[src/shared/srcc_pkg.sv]
// constants for the switch reset and reference clock buffer control block
// assumes one 50 MHz system clock and pins arriving from outside its domain
//
// Function
// - While system reset is low, the plug timers and downstream resets are cleared; the sticky plug-seen flags and the buffer enable are not.
// - Every downstream reset output is driven low whenever system reset is low.
// - A downstream port's reset is also driven low for a time after a device is plugged in.
// - There are three downstream resets, one for each of downstream ports one, two and three.
// - Port zero is the upstream port and has no downstream reset; ports one to three do.
// - With the power-down strap high the clock buffer and its outputs are off, low means on.
// - When on, the buffer passes the 100 MHz clock from its own input pair to its output pairs.
package srcc_pkg;
   // -------------------------------------------------------------
   // ports and widths
   // -------------------------------------------------------------
   localparam int UPSTREAM_PORT = 0;
   localparam int FIRST_DOWN_PORT = 1;
   localparam int LAST_DOWN_PORT = 3;
   localparam int NUM_DOWN = 3;
   localparam int NUM_CLK_OUT = 4;
   localparam int SYNC_W = 5;
   // sync vector field positions
   localparam int SYNC_SYSRST_BIT = 0;
   localparam int SYNC_PD_BIT = 1;
   localparam int SYNC_PRSNT_LSB = 2;
   // -------------------------------------------------------------
   // timing
   // -------------------------------------------------------------
   localparam int SYS_CLK_HZ = 50000000;
   localparam int SYS_CLK_PERIOD_NS = 20;
   localparam int REFCLK_OUT_MHZ = 100;
   localparam int PLUG_RESET_TIME_US = 100;
   localparam int PLUG_RESET_CYCLES = (PLUG_RESET_TIME_US * (SYS_CLK_HZ / 1000000));
   localparam int PLUG_CNT_W = 13;
   // -------------------------------------------------------------
   // reset values (sysrst asserted, strap powered down, slots empty)
   // -------------------------------------------------------------
   localparam logic [SYNC_W-1:0] SYNC_RST = 5'h1E;
   localparam logic [NUM_DOWN-1:0] DOWN_RST_N_RST = 3'h0;
   localparam logic [NUM_DOWN-1:0] PLUG_SEEN_RST = 3'h0;
   localparam logic [PLUG_CNT_W-1:0] PLUG_CNT_RST = 13'h0000;
   localparam logic CLK_EN_RST = 1'b0;
endpackage

[src/hdl/srcc_top.sv]
// downstream reset generation and reference clock buffer enable
// assumes RESETN is a power-on reset; system reset, strap and presence pins are asynchronous
`timescale 1ns/1ps
module srcc_top
   import srcc_pkg::*;
#(
   parameter int PLUG_RST_CYCLES = PLUG_RESET_CYCLES
) (
   input wire logic SYS_CLK,
   input wire logic RESETN,
   input wire logic CLK_EN,
   input wire logic SYSTEM_RESET_N,
   input wire logic CLOCK_BUFFER_POWERDOWN,
   input wire logic [NUM_DOWN:1] PRESENT_N,
   input wire logic BUFFER_REFCLK_IN_POS,
   input wire logic BUFFER_REFCLK_IN_NEG,
   output logic [NUM_DOWN:1] DOWNSTREAM_RESET_N,
   output logic [NUM_DOWN:1] PLUG_SEEN,
   output logic CLOCK_BUFFER_ENABLED,
   output logic [NUM_CLK_OUT-1:0] BUFFERED_REFCLK_OUT_POS,
   output logic [NUM_CLK_OUT-1:0] BUFFERED_REFCLK_OUT_NEG
);

   // -------------------------------------------------------------
   // functions
   // -------------------------------------------------------------
   // accept a new level only where the last two sync stages agree
   function automatic logic [SYNC_W-1:0] agree(input logic [SYNC_W-1:0] cur,
                                               input logic [SYNC_W-1:0] s2,
                                               input logic [SYNC_W-1:0] s3);
      agree = (s2 & s3) | (cur & (s2 | s3));
   endfunction

   // -------------------------------------------------------------
   // pin synchronisers
   // -------------------------------------------------------------
   logic [SYNC_W-1:0] s1_q, s2_q, s3_q, filt_q;
   logic [SYNC_W-1:0] pins, filt_d;

   assign pins = {PRESENT_N, CLOCK_BUFFER_POWERDOWN, SYSTEM_RESET_N};
   assign filt_d = agree(filt_q, s2_q, s3_q);

   always_ff @(posedge SYS_CLK or negedge RESETN) begin
      if (!RESETN) begin
         s1_q <= SYNC_RST;
         s2_q <= SYNC_RST;
         s3_q <= SYNC_RST;
         filt_q <= SYNC_RST;
      end else if (CLK_EN) begin
         s1_q <= pins;
         s2_q <= s1_q;
         s3_q <= s2_q;
         filt_q <= filt_d;
      end
   end

   // -------------------------------------------------------------
   // decode
   // -------------------------------------------------------------
   logic sys_rst;
   logic [NUM_DOWN-1:0] present, present_q, plugged;

   assign sys_rst = ~filt_q[SYNC_SYSRST_BIT];
   assign present = ~filt_q[SYNC_PRSNT_LSB +: NUM_DOWN];
   // newly present slot seen outside system reset
   assign plugged = present & ~present_q & {NUM_DOWN{~sys_rst}};

   // -------------------------------------------------------------
   // per downstream port reset (port 0 is upstream, has none)
   // -------------------------------------------------------------
   localparam logic [PLUG_CNT_W-1:0] PLUG_LOAD = PLUG_CNT_W'(PLUG_RST_CYCLES);

   logic [PLUG_CNT_W-1:0] cnt_q [NUM_DOWN];
   logic [PLUG_CNT_W-1:0] cnt_d [NUM_DOWN];
   logic [NUM_DOWN-1:0] busy, down_rst_n_d, down_rst_n_q, seen_q, seen_d;

   genvar g;
   generate
      for (g = 0; g < NUM_DOWN; g++) begin : g_port
         assign busy[g] = (cnt_q[g] != PLUG_CNT_RST);
         assign cnt_d[g] = sys_rst ? PLUG_CNT_RST :
                           plugged[g] ? PLUG_LOAD :
                           busy[g] ? cnt_q[g] - PLUG_CNT_W'(1) : cnt_q[g];
         // low while system reset or plug timer runs
         assign down_rst_n_d[g] = ~sys_rst & ~plugged[g] & ~busy[g];

         always_ff @(posedge SYS_CLK or negedge RESETN) begin
            if (!RESETN) begin
               cnt_q[g] <= PLUG_CNT_RST;
            end else if (CLK_EN) begin
               cnt_q[g] <= cnt_d[g];
            end
         end
      end
   endgenerate

   // sticky flags survive system reset
   assign seen_d = seen_q | plugged;

   always_ff @(posedge SYS_CLK or negedge RESETN) begin
      if (!RESETN) begin
         present_q <= DOWN_RST_N_RST;
         down_rst_n_q <= DOWN_RST_N_RST;
         seen_q <= PLUG_SEEN_RST;
      end else if (CLK_EN) begin
         present_q <= sys_rst ? DOWN_RST_N_RST | present : present;
         down_rst_n_q <= down_rst_n_d;
         seen_q <= seen_d;
      end
   end

   assign DOWNSTREAM_RESET_N = down_rst_n_q;
   assign PLUG_SEEN = seen_q;

   // -------------------------------------------------------------
   // reference clock buffer
   // -------------------------------------------------------------
   logic clk_en_q;

   always_ff @(posedge SYS_CLK or negedge RESETN) begin
      if (!RESETN) begin
         clk_en_q <= CLK_EN_RST;
      end else if (CLK_EN) begin
         clk_en_q <= ~filt_q[SYNC_PD_BIT];
      end
   end

   assign CLOCK_BUFFER_ENABLED = clk_en_q;
   // gated pass-through: the clock itself cannot be re-timed by a slower clock
   assign BUFFERED_REFCLK_OUT_POS = {NUM_CLK_OUT{BUFFER_REFCLK_IN_POS & clk_en_q}};
   assign BUFFERED_REFCLK_OUT_NEG = {NUM_CLK_OUT{BUFFER_REFCLK_IN_NEG & clk_en_q}};

endmodule

[config.mk]
export PLATFORM = sky130hd
export DESIGN_NAME = srcc_top
export DESIGN_NICKNAME = d
export VERILOG_FILES = /design/src/shared/srcc_pkg.sv /design/src/hdl/srcc_top.sv
export SDC_FILE = /design/constraint.sdc
export NUM_CORES = 1
export LEC_CHECK = 0
export BUFFER_PORTS_ARGS = -buffer_cell sky130_fd_sc_hd__buf_2
export CELL_PAD_IN_SITES_DETAIL_PLACEMENT = 0
export CELL_PAD_IN_SITES_GLOBAL_PLACEMENT = 1
export CORE_AREA = 2 2 92 94
export DETAILED_ROUTE_END_ITERATION = 7
export DIE_AREA = 0 0 94 96
export PLACE_DENSITY_LB_ADDON = 0.1
export SETUP_SLACK_MARGIN = 0.02
export SYNTH_ARGS = -nofsm -noshare
export SYNTH_HDL_FRONTEND = slang
export SYNTH_SLANG_ARGS = --single-unit
[constraint.sdc]
create_clock -name SYS_CLK -period 2.5 [get_ports SYS_CLK]
set_input_delay 0.5 -clock SYS_CLK [delete_from_list [all_inputs] [get_ports SYS_CLK]]
set_output_delay 0.5 -clock SYS_CLK [all_outputs]
set_load 0.05 [all_outputs]
Yosys cells after proc, flatten, opt, wreduce, memory -nomap -nowiden

Index checks and enable logic that the tools add are counted.

Register bits after elaboration: 69
Output and inout bits: 15

Bitwise gates (word level): 24
Mux-type cells: 9
Add/sub/neg operators: 3
Reductions and logical operators: 6
Eq/ne operators: 3

Operators with widths:

| operator                                               | number |
|---|---|
| 2-to-1 mux 13 bit                                      | 9 |
| nonzero test 13 bit                                    | 3 |
| subtractor 13 x 1 -> 13 bit (second input constant)    | 3 |
| AND 5 bit                                              | 2 |
| OR 5 bit                                               | 2 |
| inequality test 3 x 1 -> 1 bit (second input constant) | 3 |
| AND 1 bit                                              | 8 |
| NOT 1 bit                                              | 7 |
| AND 3 bit                                              | 2 |
| NOT 3 bit                                              | 2 |
| AND reduction 2 bit                                    | 3 |
| OR 3 bit                                               | 1 |

Longest topological paths before layout

Depth after elaboration: 6
Gate-level depth with buffers: 7

Worst setup path before layout

No wires, ideal clock.

Kind: register -> output
From: register clk_en_q (netlist: CLOCK_BUFFER_ENABLED)
To: output port BUFFERED_REFCLK_OUT_NEG[1]
Stages on the path, launching flop included: 3
Setup slack: 519 ps
Data required time: 2000 ps
Data arrival time: 1481 ps
Cell sequence: dfrtp_1 -> and2_1 -> buf_4

Cells in the longest elaborated chain, start to end: 1

Ends and longest elaborated chain:

| item                   | RTL line        | text |
|---|---|---|
| from (decl)            | srcc_top.sv:118 | `logic clk_en_q;` |
| from (signal assigned) | srcc_top.sv:124 | `clk_en_q <= ~filt_q[SYNC_PD_BIT];` |
| AND 1 bit              | srcc_top.sv:131 | `assign BUFFERED_REFCLK_OUT_NEG = {NUM_CLK_OUT{BUFFER_REFCLK_IN_NEG & clk_en_q}};` |
| to (decl)              | srcc_top.sv:21  | `output logic [NUM_CLK_OUT-1:0] BUFFERED_REFCLK_OUT_NEG` |

Every way passes these cells.

Worst setup path in the final report

From: register cnt_q[13] (netlist name)
To: register cnt_q[17] (netlist name)

Cells in the longest elaborated chain, start to end: 4

Ends and longest elaborated chain:

| item                              | RTL line       | text |
|---|---|---|
| from (decl)                       | srcc_top.sv:73 | `logic [PLUG_CNT_W-1:0] cnt_q [NUM_DOWN];` |
| from (signal, indexed assignment) | srcc_top.sv:91 | `cnt_q[g] <= cnt_d[g];` |
| subtractor 13 x 1 -> 13 bit       | srcc_top.sv:83 | `busy[g] ? cnt_q[g] - PLUG_CNT_W'(1) : cnt_q[g];` |
| 2-to-1 mux 13 bit                 | srcc_top.sv:83 |  |
| 2-to-1 mux 13 bit                 | srcc_top.sv:82 | `plugged[g] ? PLUG_LOAD :` |
| 2-to-1 mux 13 bit                 | srcc_top.sv:81 | `assign cnt_d[g] = sys_rst ? PLUG_CNT_RST :` |

Parallel ways exist; a longest one is shown, timed or not. The select of a mux whose other input is x is not followed.
A chain may end at the register's enable or synchronous reset.

==> run_results.csv <==
group,metric,value,unit
clocking,clockBufferDepth,2,
yosys,synth-edff-count,0,
timing,worst_pin_slew,0.902,ns
setup_path,path_max_fanout,10,
placed_design,dpl_cell_area,0.00395,mm²
power,power_frac_seq,35.3,%
final_layout,instances_no_fill,523,
setup_path,worstSetupEndpointType,"register",
timing,drv_slew,0,
final_layout,final_area,0.00419,mm²
clocking,post-cts-setup-buffers,0,
drt,dr.pass1.iters,4,
floorplanning,dieWidth,94,µm
final_layout,diodes,0,
clocking,cts.clk_slew.worst_paths,0.09,ns
timing,period_needed,2.17,ns
yosys,synth_top_area_share,35.9,%
yosys,synth-seq-cells,69,
placed_design,gp_congestion,0.811,
setup_path,setup.worst_path.start_class,"register",
floorplanning,start_util,45.9,%
final_layout,layout_commonest_cell,"dfrtp_1",
yosys,synth_top_area_cell,"dfrtp_1",
floorplanning,ios,25,
yosys,synth_cell_type_count,63,
min_path,hp-class,"input port to asynchronous set/reset pin",
clocking,cts-root-buf,"clkbuf_8",
floorplanning,core,0.00805,mm²
yosys,ys.flop_type,"dfrtp_1",
power,swShare,44.4,%
drt,drtAntennaViolNets,0,
setup_path,worstPathArrival,2.40,ns
placed_design,dp_hpwl,5780,µm
power,p_sw,2.48,mW
power,p_comb_share,45.3,%
timing,finalSetupViolCount,0,
yosys,synth.net_count,402,
final_layout,drive_gt1_share,22.2,%
run_status,outcome,"completed",
global_route,track_usage,20.4,%
yosys,netlist_top_cells_area,"dfrtp_1 (36%), dfstp_2 (11%), o21ai_0 (4.5%), nand2_1 (4.3%), mux2_2 (3.0%)",
yosys,synth-seq-area-share,47.3,%
clocking,htreeDepth,3,
yosys,avgSynthCellArea,9.57,µm²
setup_path,cp.required,2.73,ns
setup_path,rrSetupSlack,0.33,ns
power,p_leak,1.80,nW
global_route,grt_start_max_net_pins,70,
clocking,cts_sinks,69,
drt,wl_per_cell,16.4,µm
yosys,async_flop_share,100,%
clocking,clkLatencyLatePin,0.35,ns
global_route,antenna_found_initial,0,
placed_design,pre_cts_slack,0.353,ns
timing,fin_worst_skew,0.0145,ns
drt,num_vias,3099,
power,p_total,5.59,mW
floorplanning,die_h,96,µm
timing,fin_setup_tns,0,ns
placed_design,numPortBuffers,24,
timing,rsz0062_at_grt,"false",
timing,fin_ws,0.329,ns
timing,fin_crit_sh,86.8,%
timing,hold_slack,0.109,ns
drt,vias_per_cell,5.93,
clocking,cts_tree,"built",
yosys,syn_area,0.00369,mm²
power,pwr-share-clk,19.4,%
clocking,cts-resized-gates,0,
global_route,grt_pass1_wl,14400,µm
flow_run,drv_cap,0,
placed_design,place_inst,507,
drt,first_iter_violations,146,
drt,wirelength,8570,µm
final_layout,fin_util,52.0,%
yosys,syn_inst,386,
yosys,ys_warn_count,0,
floorplanning,die_area,0.00902,mm²
global_route,grt_pass1_vias,2819,
drt,drc,0,
power,intPower,3.11,mW
global_route,globalRouteOverflowTotal,0,
power,cellPowerDensity,1340,mW/mm²
clocking,hold_buffers,0,
timing,max_freq,0.461,GHz
setup_path,worstSetupPathType,"register to register",
final_layout,fin_nets,429,
final_layout,syn_to_final_growth,13.5,%
floorplanning,row_count,33,
clocking,cts-buffers-inserted,9,
timing,hold_viol,0,
power,peakVddDrop,0.505,mV
timing,slew_headroom,39.2,%
final_layout,mostFrequentLayoutCells,"dfrtp_1 (53), nand2_1 (42), o21ai_0 (33)",
-- final cells by class --
cell class	count	area, µm²
Clock buffer	11	174
Clock inverter	5	67.6
Fill cell	770	3860
Inverter	18	67.6
Multi-Input combinational cell	276	1760
Sequential cell	69	1750
Tap cell	105	131
Timing Repair Buffer	39	245
-- worst max-delay path, stage by stage (launching register included) --
cell	delay, ns
dfrtp_1	0.42
inv_1	0.10
ha_1	0.14
or4b_1	0.49
o41a_1	0.59
nand3_2	0.22
o31ai_1	0.10
-- layer usage --
layer / GRT usage (%) / wire length, µm / vias up
met5: 0 / 0 / -
met4: 8.57 / 129 / 0
met3: 2.90 / 317 / 11
met2: 31.7 / 4050 / 71
met1: 28.7 / 4070 / 1512
li1: - / - / 1505
-- cell usage after synthesis (2+ instances only) --
cell       count
a21oi_1       21
o311ai_1       2
o41ai_2        2
a21o_1         4
or4b_1         2
o21a_1         2
dfstp_2       16
o22ai_1        3
o2bb2ai_1      3
or3b_2         3
nor4_1         5
clkbuf_1      12
nor2_1        21
mux2_2        10
o41ai_1        4
nand4_1        4
and4_1         2
a31oi_1        5
o21ai_1       16
nand2b_1       2
inv_1         18
or3_1          4
dfrtp_1       53
o211ai_1       4
nor3b_1        4
or4_1          9
ha_1           6
o31ai_1       13
and2_1         2
buf_4          6
a2bb2oi_1      3
o31a_1         2
o21ai_0       33
nor3_1         8
nand3_1        8
nand2_1       42
buf_2          3
a41oi_1        4
-- logic make-up (layout without fill, tap and decap cells) --
logic type / Yosys count / after routing / synth area share [%]
muxes: 11 / 11 / 3.32
DFF: 69 / 69 / 47.3
and+or+nand+nor: 124 / 124 / 18.2
AOI/OAI and AO/OA: 135 / 135 / 24.1
adders and majority gates: 6 / 6 / 2.03
buffers and inverters: 41 / 73 / 5.08
-- state kept, by name, summed over array words and instances (netlist names) --
name and count:
CLOCK_BUFFER_ENABLED 1, s2_q 5, s3_q 5, PLUG_SEEN 3, s1_q 5, DOWNSTREAM_RESET_N 3, present_q 3, filt_q 5
cnt_q 39
-- worst paths after layout --
check                                        from            to  cells past startpoint
max                                     cnt_q[13]     cnt_q[17]                      6
min                                        RESETN     cnt_q[27]                      2
max reg2reg                             cnt_q[13]     cnt_q[17]                      6
min reg2reg                          PLUG_SEEN[1]  PLUG_SEEN[1]                      1
max in group asynchronous                  RESETN       s3_q[2]                      2
min in group SYS_CLK       CLOCK_BUFFER_POWERDOWN       s1_q[1]                      2
-- power by group through the flow --
stage	clock, mW	sequential, mW	combinational, mW
floorplan	0	1.94	1.88
global placement	0	1.98	2.50
detailed placement	0	1.99	2.52
CTS	1.10	1.97	2.54
global route	1.15	2.04	2.83
finish	1.09	1.98	2.53
Note: power is estimated with default switching activity, not from simulation.
